===== src/hdl/aisr_pkg.sv =====
// Package with register map, field layout and encodings of the converter control.
package aisr_pkg;

    // ==========================================================================
    // Register map (word index = byte address / 4 not used: plain 8-bit port)
    // ==========================================================================
    localparam logic [3:0] ADDR_INPUT_REF_SEL = 4'h0;
    localparam logic [3:0] ADDR_RESULT_LOW    = 4'h1;
    localparam logic [3:0] ADDR_RESULT_HIGH   = 4'h2;
    localparam logic [3:0] ADDR_CTRL_STATUS   = 4'h3;

    localparam logic [7:0] INPUT_REF_SEL_RESET = 8'h00;
    localparam logic [7:0] CTRL_STATUS_RESET   = 8'h00;

    // ==========================================================================
    // Field positions
    // ==========================================================================
    localparam int REF_SEL_LSB   = 6;
    localparam int LEFT_ALIGN_B  = 5;
    localparam int CHAN_SEL_LSB  = 0;
    localparam int CTRL_START_B  = 0;
    localparam int CTRL_DONE_B   = 1;
    localparam int CTRL_BUSY_B   = 2;
    localparam int CTRL_LOCK_B   = 3;

    // ==========================================================================
    // Encodings
    // ==========================================================================
    typedef enum logic [1:0] {
        AISR_REF_PIN      = 2'h0,
        AISR_REF_SUPPLY   = 2'h1,
        AISR_REF_RESERVED = 2'h2,
        AISR_REF_INTERNAL = 2'h3
    } aisr_ref_t;

    typedef enum logic [1:0] {
        AISR_GAIN_1   = 2'h0,
        AISR_GAIN_10  = 2'h1,
        AISR_GAIN_200 = 2'h2
    } aisr_gain_t;

    typedef enum logic [1:0] {
        AISR_SRC_PIN    = 2'h0,
        AISR_SRC_BANDGAP = 2'h1,
        AISR_SRC_GROUND = 2'h2
    } aisr_src_t;

    typedef enum logic [1:0] {
        AISR_IDLE = 2'h0,
        AISR_CONV = 2'h1,
        AISR_DONE = 2'h3
    } aisr_state_t;

    localparam logic [4:0] CHAN_BANDGAP = 5'h1E;
    localparam logic [4:0] CHAN_GROUND  = 5'h1F;
    localparam logic [9:0] SE_MAX_CODE  = 10'h3FF;
    localparam logic [9:0] DIFF_MIN     = 10'h200;
    localparam logic [9:0] DIFF_MAX     = 10'h1FF;

    // Routing that the analog front end must apply for one conversion.
    typedef struct packed {
        aisr_ref_t  ref_sel;
        aisr_src_t  source;
        logic       differential;
        logic [2:0] pos_input;
        logic [2:0] neg_input;
        aisr_gain_t gain;
    } aisr_route_t;

    // Register port request.
    typedef struct packed {
        logic       wr;
        logic       rd;
        logic [3:0] addr;
        logic [7:0] wdata;
    } aisr_bus_t;

endpackage : aisr_pkg


===== src/hdl/aisr_ctrl.sv =====
// Input select, reference select and result formatting of the converter.
`timescale 1ns/1ps
// ==========================================================================
// Overview of operation
// Finished value appears in low and high result bytes once done is set; under the read lock the code shows it only after the high byte is read.
// Single-ended result is unsigned 10-bit, 0 is ground, 0x3FF is max.
// Differential result is two's complement from 0x200 to 0x1FF.
// Top result bit of a differential conversion is the sign.
// Reference field: 00 pin, 01 supply, 10 reserved, 11 internal 2.56V.
// Reference and channel writes during conversion take effect at the next start.
// Alignment bit 5 set gives left adjusted result, clear right adjusted.
// Alignment change shows in result bytes at once, even mid conversion.
// Codes 00000..00111 pick single-ended inputs 0..7 at unity gain.
// Codes 01000..01111 pick gained differential pairs at 10x or 200x.
// Codes 10000..10111 neg input 1; 11000..11101 neg input 2; gain 1x.
// Code 11110 routes the bandgap, code 11111 routes ground.
// Done flag sets when conversion completes and result bytes update; the code also sets it when the read lock holds the new result back.
// Reading low byte freezes result until high byte is read.
// Reference and channel settings are latched at conversion start.
// ==========================================================================
module aisr_ctrl (
    input  wire logic                  clk_sys_i,
    input  wire logic                  reset_i,
    input  wire aisr_pkg::aisr_bus_t   bus_i,
    output logic [7:0]                 rdata_o,
    input  wire logic                  conv_complete_i,
    input  wire logic [9:0]            conv_value_i,
    output aisr_pkg::aisr_route_t      route_o,
    output logic                       conv_start_o,
    output logic                       conversion_done_flag_o
);
    import aisr_pkg::*;

    // ======================================================================
    // Registers
    // ======================================================================
    logic [7:0]  input_reference_select;
    logic        conversion_done_flag;
    logic        read_lock;
    logic [9:0]  result;
    logic [9:0]  pending;
    logic        pending_valid;
    aisr_state_t state;
    aisr_route_t next_route;
    logic [15:0] view;

    wire wr_sel  = bus_i.wr && bus_i.addr == ADDR_INPUT_REF_SEL;
    wire wr_ctl  = bus_i.wr && bus_i.addr == ADDR_CTRL_STATUS;
    wire rd_low  = bus_i.rd && bus_i.addr == ADDR_RESULT_LOW;
    wire rd_high = bus_i.rd && bus_i.addr == ADDR_RESULT_HIGH;
    wire start   = wr_ctl && bus_i.wdata[CTRL_START_B] && state == AISR_IDLE;

    always_ff @(posedge clk_sys_i or posedge reset_i) begin
        if (reset_i) begin
            input_reference_select <= INPUT_REF_SEL_RESET;
        end else if (wr_sel) begin
            // Only the live copy changes; routing uses the shadow.
            input_reference_select <= bus_i.wdata;
        end
    end

    // ======================================================================
    // Channel decode
    // ======================================================================
    always_comb begin
        logic [4:0] ch;
        ch = input_reference_select[CHAN_SEL_LSB +: 5];
        next_route = '0;
        next_route.ref_sel =
            aisr_ref_t'(input_reference_select[REF_SEL_LSB +: 2]);
        case (ch[4:3])
            2'h0: begin
                next_route.pos_input = ch[2:0];
            end
            2'h1: begin
                // Odd codes take the upper input of the pair; even codes
                // short both sides to the lower input to measure offset.
                next_route.differential = 1'b1;
                next_route.neg_input = {1'b0, ch[2], 1'b0};
                next_route.pos_input = {1'b0, ch[2], ch[0]};
                next_route.gain = ch[1] ? AISR_GAIN_200 : AISR_GAIN_10;
            end
            2'h2: begin
                next_route.differential = 1'b1;
                next_route.pos_input = ch[2:0];
                next_route.neg_input = 3'h1;
            end
            default: begin
                if (ch == CHAN_BANDGAP) begin
                    next_route.source = AISR_SRC_BANDGAP;
                end else if (ch == CHAN_GROUND) begin
                    next_route.source = AISR_SRC_GROUND;
                end else begin
                    next_route.differential = 1'b1;
                    next_route.pos_input = ch[2:0];
                    next_route.neg_input = 3'h2;
                end
            end
        endcase
    end

    always_ff @(posedge clk_sys_i or posedge reset_i) begin
        if (reset_i) begin
            route_o <= '0;
        end else if (start) begin
            route_o <= next_route; // see
        end
    end

    // ======================================================================
    // Conversion sequence
    // ======================================================================
    always_ff @(posedge clk_sys_i or posedge reset_i) begin
        if (reset_i) begin
            state        <= AISR_IDLE;
            conv_start_o <= 1'b0;
        end else begin
            conv_start_o <= start;
            case (state)
                AISR_IDLE: begin
                    if (start) begin
                        state <= AISR_CONV;
                    end
                end
                AISR_CONV: begin
                    if (conv_complete_i) begin
                        state <= AISR_DONE;
                    end
                end
                AISR_DONE: begin
                    state <= AISR_IDLE;
                end
                default: begin
                    state <= AISR_IDLE;
                end
            endcase
        end
    end

    // The converter delivers two's complement for differential routes and
    // unsigned otherwise; the code is stored as delivered.
    wire        capture = state == AISR_CONV && conv_complete_i;
    wire        can_upd = !read_lock || rd_high;

    always_ff @(posedge clk_sys_i or posedge reset_i) begin
        if (reset_i) begin
            result        <= '0;
            pending       <= '0;
            pending_valid <= 1'b0;
        end else if (capture && can_upd) begin
            result        <= conv_value_i; // see see
            pending_valid <= 1'b0;
        end else if (capture) begin
            pending       <= conv_value_i;
            pending_valid <= 1'b1;
        end else if (pending_valid && can_upd) begin
            result        <= pending;
            pending_valid <= 1'b0;
        end
    end

    always_ff @(posedge clk_sys_i or posedge reset_i) begin
        if (reset_i) begin
            read_lock <= 1'b0;
        end else if (rd_low) begin
            read_lock <= 1'b1;
        end else if (rd_high) begin
            read_lock <= 1'b0;
        end
    end

    // Set wins over a software clear in the same cycle.
    always_ff @(posedge clk_sys_i or posedge reset_i) begin
        if (reset_i) begin
            conversion_done_flag <= 1'b0;
        end else if (capture) begin
            conversion_done_flag <= 1'b1;
        end else if (wr_ctl && bus_i.wdata[CTRL_DONE_B]) begin
            conversion_done_flag <= 1'b0;
        end
    end
    assign conversion_done_flag_o = conversion_done_flag;

    // ======================================================================
    // Read port
    // ======================================================================
    always_comb begin
        if (input_reference_select[LEFT_ALIGN_B]) begin
            view = {result, 6'h00}; // see
        end else begin
            view = {6'h00, result};
        end
    end

    always_ff @(posedge clk_sys_i or posedge reset_i) begin
        if (reset_i) begin
            rdata_o <= 8'h00;
        end else if (bus_i.rd) begin
            case (bus_i.addr)
                ADDR_INPUT_REF_SEL: rdata_o <= input_reference_select;
                ADDR_RESULT_LOW:    rdata_o <= view[7:0];
                ADDR_RESULT_HIGH:   rdata_o <= view[15:8];
                ADDR_CTRL_STATUS:   rdata_o <= {4'h0, read_lock,
                                        state != AISR_IDLE,
                                        conversion_done_flag, 1'b0};
                default:            rdata_o <= 8'h00;
            endcase
        end else begin
            rdata_o <= 8'h00;
        end
    end

    wire [4:0] chan_code = input_reference_select[CHAN_SEL_LSB +: 5];
endmodule : aisr_ctrl


===== config.mk =====
export PLATFORM = sky130hd
export DESIGN_NAME = aisr_ctrl
export DESIGN_NICKNAME = d
export VERILOG_FILES = /design/src/hdl/aisr_pkg.sv /design/src/hdl/aisr_ctrl.sv
export SDC_FILE = /design/constraint.sdc
export NUM_CORES = 1
export LEC_CHECK = 0
export BUFFER_PORTS_ARGS = -buffer_cell sky130_fd_sc_hd__buf_2
export CAP_MARGIN = 15
export CELL_PAD_IN_SITES_DETAIL_PLACEMENT = 1
export CELL_PAD_IN_SITES_GLOBAL_PLACEMENT = 1
export CORE_UTILIZATION = 48
export CTS_CLUSTER_DIAMETER = 50
export DETAILED_ROUTE_END_ITERATION = 10
export PLACE_DENSITY = 0.9
export SLEW_MARGIN = 20
export SYNTH_ARGS = -nofsm -noshare
export SYNTH_HDL_FRONTEND = slang
export SYNTH_SLANG_ARGS = --single-unit

===== constraint.sdc =====
create_clock -name clk_sys_i -period 2.71 [get_ports clk_sys_i]
set_clock_uncertainty 0.2 [all_clocks]
set_input_delay 0.271 -clock clk_sys_i [delete_from_list [all_inputs] [get_ports clk_sys_i]]
set_output_delay 0.271 -clock clk_sys_i [all_outputs]
set_load 0.005 [all_outputs]

---- Word level (Yosys, flattened, before mapping) ----
Index checks and enable logic that the tools add are counted.
storage, ports and cells
  register bits ........................... 55
  output and inout port bits .............. 23
  logic and storage cells ................. 79
operators by class
  equal/unequal tests ..................... 11
  multiplexer cells ....................... 26
  bitwise operators ....................... 1
  reduce and logical (&&, ||, !) cells .... 26
operators by type and width
  operator                                                               number
  8-bit one-hot mux with 4 select lines                                  1
  10-bit 2-to-1 mux                                                      3
  16-bit 2-to-1 mux                                                      1
  2-bit 2-to-1 mux                                                       7
  7-bit 2-to-1 mux                                                       2
  5-bit equality test, second input constant                             2
  1-bit logical AND                                                      10
  3-bit one-hot mux with 3 select lines                                  1
  4-bit by 2-bit equality test with 1-bit output, second input constant  2
  8-bit 2-to-1 mux                                                       1
  2-bit nonzero test                                                     4
  1-bit 2-to-1 mux                                                       7
  3-bit one-hot mux with 2 select lines                                  1
  2-bit AND reduction                                                    3
  2-bit by 1-bit equality test with 1-bit output, second input constant  2
  4-bit by 1-bit equality test with 1-bit output, second input constant  1
  2-bit zero test                                                        2
  4-bit zero test                                                        1
  2-bit != test, second input constant                                   2
  2-bit one-hot mux with 2 select lines                                  1
  2-bit OR reduction                                                     2
  3-bit nonzero test                                                     1
  3-bit OR reduction                                                     1
  2-bit equality test, second input constant                             1
  other kinds (5)                                                        5

---- Depth between registers and ports, before layout ----
Gate-level depths: netlist (run 1).
  word-level depth ........................ 7
  depth in mapped cells ................... 5
  depth with buffers taken out ............ 5

---- Worst setup path after synthesis (run 1) ----
Ideal clock, no wire load.
  path type ............................... register -> register
  start ................................... register input_reference_select[3]
  end ..................................... register route_o[10] (netlist name)
  setup time .............................. 0.125 ns
  arrival time ............................ 1.407 ns
  required time ........................... 2.385 ns
  path slack .............................. 0.978 ns
  cell stages (with the launch flop) ...... 6
  clock period less this slack ............ 1.732 ns
  cells stage by stage .................... dfrtp_1 ha_1 and4_1 clkbuf_1 and3_1 mux2_4
between the ends
  word-level cells in the longest chain between the ends .. 4
  elaborated cells on any way between the ends .. 9
  those cells by class .................... eq/ne (4); mux (3); reduce/logical (2)
ends and longest elaborated chain
  item                      RTL line          text
  start: declaration        aisr_ctrl.sv:37   logic [7:0] input_reference_select;
  start signal: assignment  aisr_ctrl.sv:58   input_reference_select <= bus_i.wdata;
  5-bit equality test       aisr_ctrl.sv:91   end else if (ch == CHAN_GROUND) begin
  2-bit 2-to-1 mux          aisr_ctrl.sv:91
  2-bit 2-to-1 mux          aisr_ctrl.sv:89   if (ch == CHAN_BANDGAP) begin
  2-bit 2-to-1 mux (*)      aisr_ctrl.sv:71   case (ch[4:3])
  end signal: assignment    aisr_ctrl.sv:106  route_o <= next_route;
  end: declaration          aisr_ctrl.sv:28   output aisr_pkg::aisr_route_t route_o,
Mark *: on every way between the ends. The rest lies on a longest branch, timed or not.
A chain may end at the register's enable or synchronous reset.

---- Worst setup path after layout (run 1) ----
  start ................................... input bus_i[12] (netlist name)
  end ..................................... register pending[2]
between the ends
  word-level cells in the longest chain between the ends .. 5
ends and longest elaborated chain
  item                           RTL line          text
  start: declaration             aisr_ctrl.sv:24   input wire aisr_pkg::aisr_bus_t bus_i,
  1-bit logical AND              aisr_ctrl.sv:50   wire rd_high = bus_i.rd && bus_i.addr == ADDR_RESULT_HIGH;
  1-bit logical OR               aisr_ctrl.sv:143  wire can_upd = !read_lock || rd_high;
  1-bit logical AND              aisr_ctrl.sv:150  end else if (capture && can_upd) begin
  1-bit inverter (no line)       -
  2-bit AND reduction (no line)  -
  end signal: assignment         aisr_ctrl.sv:154  pending <= conv_value_i;
  end: declaration               aisr_ctrl.sv:41   logic [9:0] pending;
No other way between the ends.

==> results of run 1 <==
-- power groups by stage --
stage | Clock (mW) | Sequential [mW] | Combinational, mW
floorplan | 0 | 1.18 | 0.655
global placement | 0 | 1.27 | 0.747
detailed placement | 0 | 1.29 | 0.801
CTS | 0.556 | 1.29 | 0.816
global route | 0.589 | 1.33 | 0.894
finish | 0.547 | 1.30 | 0.824
-- placed cells by master, fill, tap and decap left out, types with 2 or more instances in the layout --
master	count
a21o_1	3
a21oi_1	11
a22oi_1	4
a31oi_1	2
a32oi_1	5
and2_1	10
buf_2	48
clkbuf_8	5
dfrtp_1	54
dlygate4sd3_1	11
ha_1	5
inv_1	9
mux2_2	15
mux2_4	17
mux2i_1	12
nand2_1	2
nand3_1	5
nand3b_1	15
nor2_1	3
nor4b_2	2
o211ai_1	12
o211ai_2	8
o21a_1	2
-- layer usage --
layer	share of wire [%]	track usage (%)
met1	42	31.6
met2	52	43.6
met3	3.9	4.37
met4	2.2	9.45
met5	0	0
-- final timing paths --
kind / start / endpoint / slack [ns] / cells past startpoint
setup / recovery: bus_i[12] / pending[2] / 0.47 / 5
min in group asynchronous: reset_i / pending[3] / 0.36 / 4
setup reg to reg: state[1] / pending[2] / 0.76 / 4
hold reg to reg: state[1] / state[0] / 0.28 / 1
hold / removal: conv_value_i[1] / pending[1] / 0.002 / 2
max in group asynchronous: reset_i / input_reference_select[0] / 1.72 / 4
-- flip-flops by register name, indices dropped and copies added, names as in the netlist --
| name | cells |
|---|---|
| conv_start_o | 1 |
| conversion_done_flag_o | 1 |
| input_reference_select | 8 |
| pending | 10 |
| pending_valid | 1 |
| rdata_o | 8 |
| read_lock | 1 |
| result | 10 |
| route_o | 12 |
| state | 2 |
-- per-stage QoR --
step | total power [mW] | hold WS [ns]
final | 2.67 | 0.00209
after global routing | 2.81 | 0.00401
after CTS | 2.66 | 0.000950
after detailed placement | 2.09 | 0.160
after global placement | 2.01 | 0.142
after floorplan | 1.83 | 0.188
-- kinds of logic (layout without fill, tap and decap cells) --
| logic type | after synthesis | count (layout) | share of synthesized area (%) |
|---|---|---|---|
| simple gates | 48 | 48 | 12.7 |
| mux | 44 | 44 | 19.0 |
| buf+inv | 26 | 79 | 4.66 |
| flops | 54 | 54 | 47.1 |
| other cells | 1 | 1 | 0.131 |
| fa+ha+maj | 5 | 5 | 2.18 |
| compound gates | 52 | 52 | 14.3 |
-- cell type report --
type / count / share of cell area [%]
repair buffers: 61 / 11.3
clock inverters: 2 / 1.12
flip-flops and latches: 54 / 40.3
clock buffers: 6 / 2.16
multi-input cells: 150 / 41.3
well taps: 72 / 2.69
inverters: 10 / 1.12
-- timing repair --
action / CTS / global route
endpoints found under the setup margin: 0 / 0
hold buffers: 7 / 4
hold endpoints to repair: 60 / 4
-- worst register-to-register path: cells and delay by family (launching register included) --
kind | cells | cell delay (ns)
AO/OA/AOI/OAI | 1 | 0.54
buffers and inverters | 1 | 0.16
flip-flops | 1 | 0.41
multiplexers | 1 | 0.35
AND/OR/NAND/NOR | 1 | 0.18
==> results.cfg, run 1 <==
[outcome]
status = finished, final reports clean

[synth]
yosys.area.top_type = dfrtp_1
yosys_warnings = 0
synth-edff-count = 0
synth.area.top_cells = dfrtp_1, mux2_4, mux2_2
post-synth-top-area-fraction_pct = 47.1
yosys_register_bits = 54
yosysSeqAreaShare_pct = 47.1
ys_top_cells_by_count = dfrtp_1, mux2_4, mux2_2, nand3b_1
synthesis.nets = 262
postSynthAreaPerCell_um2 = 12.5
syn_area_um2 = 2870
postSynthCellCount = 230
synth_most_common_cell = dfrtp_1
async_flop_share_pct = 100
ys.flop_type = dfrtp_1
ys_types = 41

[cts]
postCtsSetupBuffers = 0
cts-buffers-inserted = 5
clockBufferDepth = 2
cts.reportedPaths.clkPinSlew_ns = 0.10
cts.sinks = 54
cts_resized = 0
htree_num_levels = 2
cts_tree = yes
clkLatencyLatePin_ns = 0.31
cts_root_buffer = clkbuf_8

[global_routing]
antenna_found_initial = 0
grt_pass1_vias = 2253
overflow = 0
grt_max_degree = 55
track_usage_pct = 25.3
grt_pass1_wl_mm = 11.8

[critical_path]
critPathKind = in -> reg
cp_top_family = buffers and inverters
worstSetupEndpointType = flop
worst-path-buf-inv = 2
start_kind = input pin
cpPeakStageDelay_ns = 0.51
worstPathCellList = dlygate4sd3_1 -> buf_2 -> or3b_4 -> o211a_1 -> mux2_4
critPathSlowestCell = dlygate4sd3_1
cp_max_fo = 20
required_ns = 2.71
arrival_ns = 2.25

[power]
p_sw_mw = 0.908
internal_power_mw = 1.76
power_density_nw_per_um2 = 796
power_frac_clock_pct = 20.5
peakVddDrop_uv = 334
combPwrFrac_pct = 30.9
swShare_pct = 34.0
p_leak_nw = 1.62
seqPwrFrac_pct = 48.6

[place]
place.gp.congestion = 0.772
dp_slack_ns = 0.570
io_buffers = 48
dpl_cell_area_um2 = 3130
dp.cells = 336
dpl.hpwl_mm = 4.92

[finish]
final_cells = 355
nets = 314
fill_cells = 607
drive_gt1_share_pct = 37.1
design_area_um2 = 3350
area_growth_pct = 16.8
multi_input_area_um2 = 1390
regArea_um2 = 1350
fin_util_pct = 59.4
diodes = 0

[drt]
vias = 2153
first_pass_iters = 4
wirelength_mm = 7.42
drc = 0
ant_nets = 0
via_per_inst = 6.06
drt_iter0_drc = 103
wl_per_cell_um = 20.9

[sta]
setup_viol = 0
finalSetupTns_ns = 0
rsz0062_at_grt = no
fin_ws_ns = 0.468
fmax_mhz = 446
min_period_ns = 2.24
tightest_slew_ns = 0.820
relSlewSlack_pct = 45.2
slew_violations = 0
fin_crit_sh_pct = 82.7
finalHoldViolCount = 0

[floorplan]
io_pins = 50
fp.dieW_um = 79.3
coreArea_um2 = 5640
initial_core_util_pct = 50.9
die_area_um2 = 6290
rows = 27
die_h_um = 79.3

[worst_hold_path]
min_path_type = in -> reg

[run]
max-cap-violations = 0
(Power assumes the default switching activity.)
==> run 2: changes to the inputs <==
--- a/config.mk
+++ b/config.mk
@@ -9,10 +9,10 @@
 export CAP_MARGIN = 15
 export CELL_PAD_IN_SITES_DETAIL_PLACEMENT = 1
 export CELL_PAD_IN_SITES_GLOBAL_PLACEMENT = 1
-export CORE_UTILIZATION = 48
+export CORE_UTILIZATION = 40
 export CTS_CLUSTER_DIAMETER = 50
 export DETAILED_ROUTE_END_ITERATION = 10
-export PLACE_DENSITY = 0.9
+export PLACE_DENSITY = 0.81
 export SLEW_MARGIN = 20
 export SYNTH_ARGS = -nofsm -noshare
 export SYNTH_HDL_FRONTEND = slang
==> constraint.sdc (replaced) <==
create_clock -name clk_sys_i -period 2 [get_ports clk_sys_i]
set_clock_uncertainty 0.2 [all_clocks]
set_input_delay 0.2 -clock clk_sys_i [delete_from_list [all_inputs] [get_ports clk_sys_i]]
set_output_delay 0.2 -clock clk_sys_i [all_outputs]
set_load 0.005 [all_outputs]
==> results.cfg, run 2 (synthesis gave the netlist of run 1 again) <==
[power]
combPwrFrac_pct = 31.5
internal_power_mw = 2.42
seqPwrFrac_pct = 47.3
p_leak_nw = 1.69
peakVddDrop_uv = 427
power_density_nw_per_um2 = 1030
swShare_pct = 33.2
p_sw_mw = 1.20
power_frac_clock_pct = 21.3

[drt]
wirelength_mm = 6.99
ant_nets = 0
wl_per_cell_um = 17.7
drc = 0
vias = 2091
drt_iter0_drc = 172
via_per_inst = 5.28
first_pass_iters = 4

[cts]
cts_root_buffer = clkbuf_8
cts.reportedPaths.clkPinSlew_ns = 0.10
cts.sinks = 54
cts_tree = yes
postCtsSetupBuffers = 0
htree_num_levels = 2
clkLatencyLatePin_ns = 0.32
cts-buffers-inserted = 5
clockBufferDepth = 2

[place]
dpl.hpwl_mm = 4.69
place.gp.congestion = 0.740
io_buffers = 48

[floorplan]
initial_core_util_pct = 41.8
die_h_um = 86.7
die_area_um2 = 7520
fp.dieW_um = 86.7
rows = 30
coreArea_um2 = 6870
io_pins = 50

[worst_hold_path]
min_path_type = in -> reg

[finish]
diodes = 0
largest-register = route_o
fin_util_pct = 51.3
drive_gt1_share_pct = 38.7
reg_top3 = route_o (12), pending (10), result (10)
largest_reg_flops = 12
nets = 331
final_cell_mix = dfrtp_1, buf_2, dlygate4sd3_1
area_growth_pct = 22.9
layout_commonest_cell = dfrtp_1

[run]
max-cap-violations = 0

[sta]
fmax_mhz = 537
tightest_slew_ns = 0.646
fin_crit_sh_pct = 93.1
slew_violations = 0
finalSetupTns_ns = 0
min_period_ns = 1.86
finalHoldViolCount = 0
relSlewSlack_pct = 56.9
rsz0062_at_grt = no
setup_viol = 0

[critical_path]
arrival_ns = 1.87
cp_max_fo = 7
required_ns = 2.01
start_kind = flop
worstSetupEndpointType = flop
critPathKind = reg -> reg

[global_routing]
antenna_found_initial = 0
grt_pass1_wl_mm = 11.7
overflow = 0
grt_max_degree = 27
track_usage_pct = 20.3
grt_pass1_vias = 2280

[outcome]
status = finished, final reports clean
## run 2: final timing paths
check                           slack, ns  depth (start not counted)          to                 startpoint
worst max-delay path                 0.14                          4  route_o[3]  input_reference_select[3]
worst min-delay path                 0.05                          3  rdata_o[5]                   bus_i[9]
worst max register to register       0.14                          4  route_o[3]  input_reference_select[3]
worst min register to register       0.28                          1    state[0]                   state[1]
max in group asynchronous            0.84                          4  pending[4]                    reset_i
min in group asynchronous            0.13                          3  rdata_o[2]                    reset_i
## run 2: through the flow
step / power (mW) / hold WS, ns / worst slack [ns] / cells / cell area [um^2]
after global routing: 3.83 / 0.0631 / 0.0629 / 396 / 3530
after floorplan: 2.49 / 0.117 / 0.268 / 230 / 2870
final: 3.62 / 0.0527 / 0.139 / 396 / 3530
after detailed placement: 2.83 / -0.0511 / 0.0481 / 368 / 3210
after global placement: 2.75 / -0.0565 / 0.100 / 368 / 3210
after CTS: 3.63 / 0.0458 / 0.0854 / 396 / 3530
## run 2: repair_timing
item / 4_1_cts / 5_1_grt
endpoints found under the hold margin: 73 / 0
endpoints found under the setup margin: 0 / 11
hold buffers: 20 / 0
gates resized for setup: 0 / 2
## run 2: cell type report
type	count	area, um^2
clock buffer	5	68.8
clock inverter	3	47.5
tap	96	120
multi-input combinational	150	1390
timing repair buffer	78	515
sequential	54	1350
inverter	10	37.5
fill	740	3340
## run 2: per-layer routing
layer / GRT usage, % / wire length (um)
met5: 0 / 0
met3: 3.14 / 219
met1: 27.3 / 3200
met2: 33.7 / 3450
met4: 6.52 / 128
## run 2: critical path, stage by stage, from the launching register on
cell and delay, ns:
dfrtp_1 0.46, ha_1 0.32, and4_1 0.37, a21oi_1 0.13
mux2_2 0.28
## run 2: power by group through the flow
| stage | registers, mW | logic (mW) | clock network (mW) |
|---|---|---|---|
| after floorplan | 1.60 | 0.887 | 0 |
| after detailed placement | 1.72 | 1.11 | 0 |
| after global placement | 1.71 | 1.04 | 0 |
| after CTS | 1.71 | 1.15 | 0.782 |
| after global routing | 1.76 | 1.26 | 0.816 |
| final | 1.71 | 1.14 | 0.770 |
==> run 3: changes to the inputs <==
--- a/config.mk
+++ b/config.mk
@@ -9,10 +9,10 @@
 export CAP_MARGIN = 15
 export CELL_PAD_IN_SITES_DETAIL_PLACEMENT = 1
 export CELL_PAD_IN_SITES_GLOBAL_PLACEMENT = 1
-export CORE_UTILIZATION = 40
+export CORE_UTILIZATION = 48
 export CTS_CLUSTER_DIAMETER = 50
 export DETAILED_ROUTE_END_ITERATION = 10
-export PLACE_DENSITY = 0.81
+export PLACE_DENSITY_LB_ADDON = 0.25
 export SLEW_MARGIN = 20
 export SYNTH_ARGS = -nofsm -noshare
 export SYNTH_HDL_FRONTEND = slang
==> constraint.sdc (replaced) <==
create_clock -name clk_sys_i -period 2.4 [get_ports clk_sys_i]
set_clock_uncertainty 0.2 [all_clocks]
set_input_delay 0.24 -clock clk_sys_i [delete_from_list [all_inputs] [get_ports clk_sys_i]]
set_output_delay 0.24 -clock clk_sys_i [all_outputs]
set_load 0.005 [all_outputs]
==> results.cfg, run 3 (synthesis gave the netlist of run 1 again) <==
[sta]
fin_crit_sh_pct = 92.7
finalHoldViolCount = 0
relSlewSlack_pct = 47.2
fmax_mhz = 450
slew_violations = 0
min_period_ns = 2.22
fin_ws_ns = 0.175
tightest_slew_ns = 0.790
finalSetupTns_ns = 0
setup_viol = 0
timing.hold.ws_ns = 0.0387
rsz0062_at_grt = no

[drt]
wl_per_cell_um = 18.6
drc = 0
ant_nets = 0
wirelength_mm = 6.76
first_pass_iters = 4
vias = 2022
via_per_inst = 5.55
drt_iter0_drc = 86

[floorplan]
io_pins = 50
initial_core_util_pct = 50.9
die_h_um = 79.3
die_area_um2 = 6290
fp.dieW_um = 79.3
rows = 27
coreArea_um2 = 5640

[power]
p_leak_nw = 1.66
p_sw_mw = 0.972
swShare_pct = 32.8
seqPwrFrac_pct = 48.9
internal_power_mw = 1.99
peakVddDrop_uv = 459
p_total_mw = 2.97
power_frac_clock_pct = 20.3
power_density_nw_per_um2 = 867
combPwrFrac_pct = 30.8

[critical_path]
ff2ff_path_depth = 4
crit_end = pending[5]
setup.worst_path.start = bus_i[12]
critPathKind = in -> reg
r2r_slack_ns = 0.43
start_kind = input pin
cp_max_fo = 20
required_ns = 2.40
worstSetupEndpointType = flop
reg2reg_to = pending[5]
worstReg2RegStart = state[1]
arrival_ns = 2.22

[cts]
cts-buffers-inserted = 5
cts_tree = yes
cts_root_buffer = clkbuf_8
clkLatencyLatePin_ns = 0.31
cts_resized = 0
cts.sinks = 54
htree_num_levels = 2
clockBufferDepth = 2
cts.reportedPaths.clkPinSlew_ns = 0.09

[worst_hold_path]
min_from = bus_i[0]
min_path_type = in -> reg

[place]
dp_slack_ns = 0.300
io_buffers = 48
dpl_cell_area_um2 = 3130
dp.cells = 337
place.gp.congestion = 0.723
dpl.hpwl_mm = 4.60

[finish]
largest-register = route_o
largest_reg_flops = 12
layout_commonest_cell = dfrtp_1
fin_util_pct = 60.7
drive_gt1_share_pct = 36.0
area_growth_pct = 19.3
reg_top3 = route_o (12), pending (10), result (10)
diodes = 0
design_area_um2 = 3420
nets = 323
final_cells = 364
final_cell_mix = dfrtp_1, buf_2, dlygate4sd3_1

[global_routing]
grt_max_degree = 29
track_usage_pct = 23.7
antenna_found_initial = 0
grt_pass1_vias = 2148
grt_pass1_wl_mm = 11.2
overflow = 0

[outcome]
status = finished, final reports clean

[run]
max-cap-violations = 0
==> run 3: worst min-delay path by stage <==
| stage | end | slack (ns) | depth (start not counted) |
|---|---|---|---|
| finish | input_reference_select[0] | 0.04 | 2 |
| CTS | input_reference_select[0] | 0.03 | 2 |
| floorplan | read_lock | 0.16 | 1 |
| detailed placement | conv_start_o | -0.03 | 2 |
| global placement | pending[6] | -0.04 | 2 |
| global route | input_reference_select[0] | 0.04 | 2 |
==> run 3: power by group through the flow <==
stage / combinational, mW / sequential [mW] / clock, mW
finish: 0.915 / 1.45 / 0.603
CTS: 0.923 / 1.44 / 0.618
global route: 1.01 / 1.49 / 0.650
global placement: 0.847 / 1.44 / 0
floorplan: 0.739 / 1.33 / 0
detailed placement: 0.893 / 1.46 / 0
==> run 3: critical path, cell delays in order <==
cell           delay [ns]
dlygate4sd3_1        0.51
buf_2                0.10
or3b_4               0.49
o211a_1              0.48
mux2_4               0.38
==> run 3: repair_timing <==
item,CTS,global route
hold buffers,19,0
setup buffers,0,0
hold endpoints to repair,72,0
==> run 3: layout make-up <==
type | count | area (um^2)
Sequential cell | 54 | 1350
Clock inverter | 1 | 30.0
Tap cell | 72 | 90.1
Multi-Input combinational cell | 150 | 1390
Timing Repair Buffer | 70 | 453
Fill cell | 597 | 2220
Inverter | 10 | 37.5
Clock buffer | 7 | 76.3
==> run 3: layer usage <==
layer / part of all wire (%) / vias up / track usage, % / wire length, um
li1: - / 964 / - / -
met1: 46 / 1012 / 31.4 / 3130
met2: 50 / 40 / 40.5 / 3400
met3: 2.4 / 6 / 3.45 / 165
met4: 1.0 / 0 / 6.00 / 70
met5: 0 / - / 0 / 0
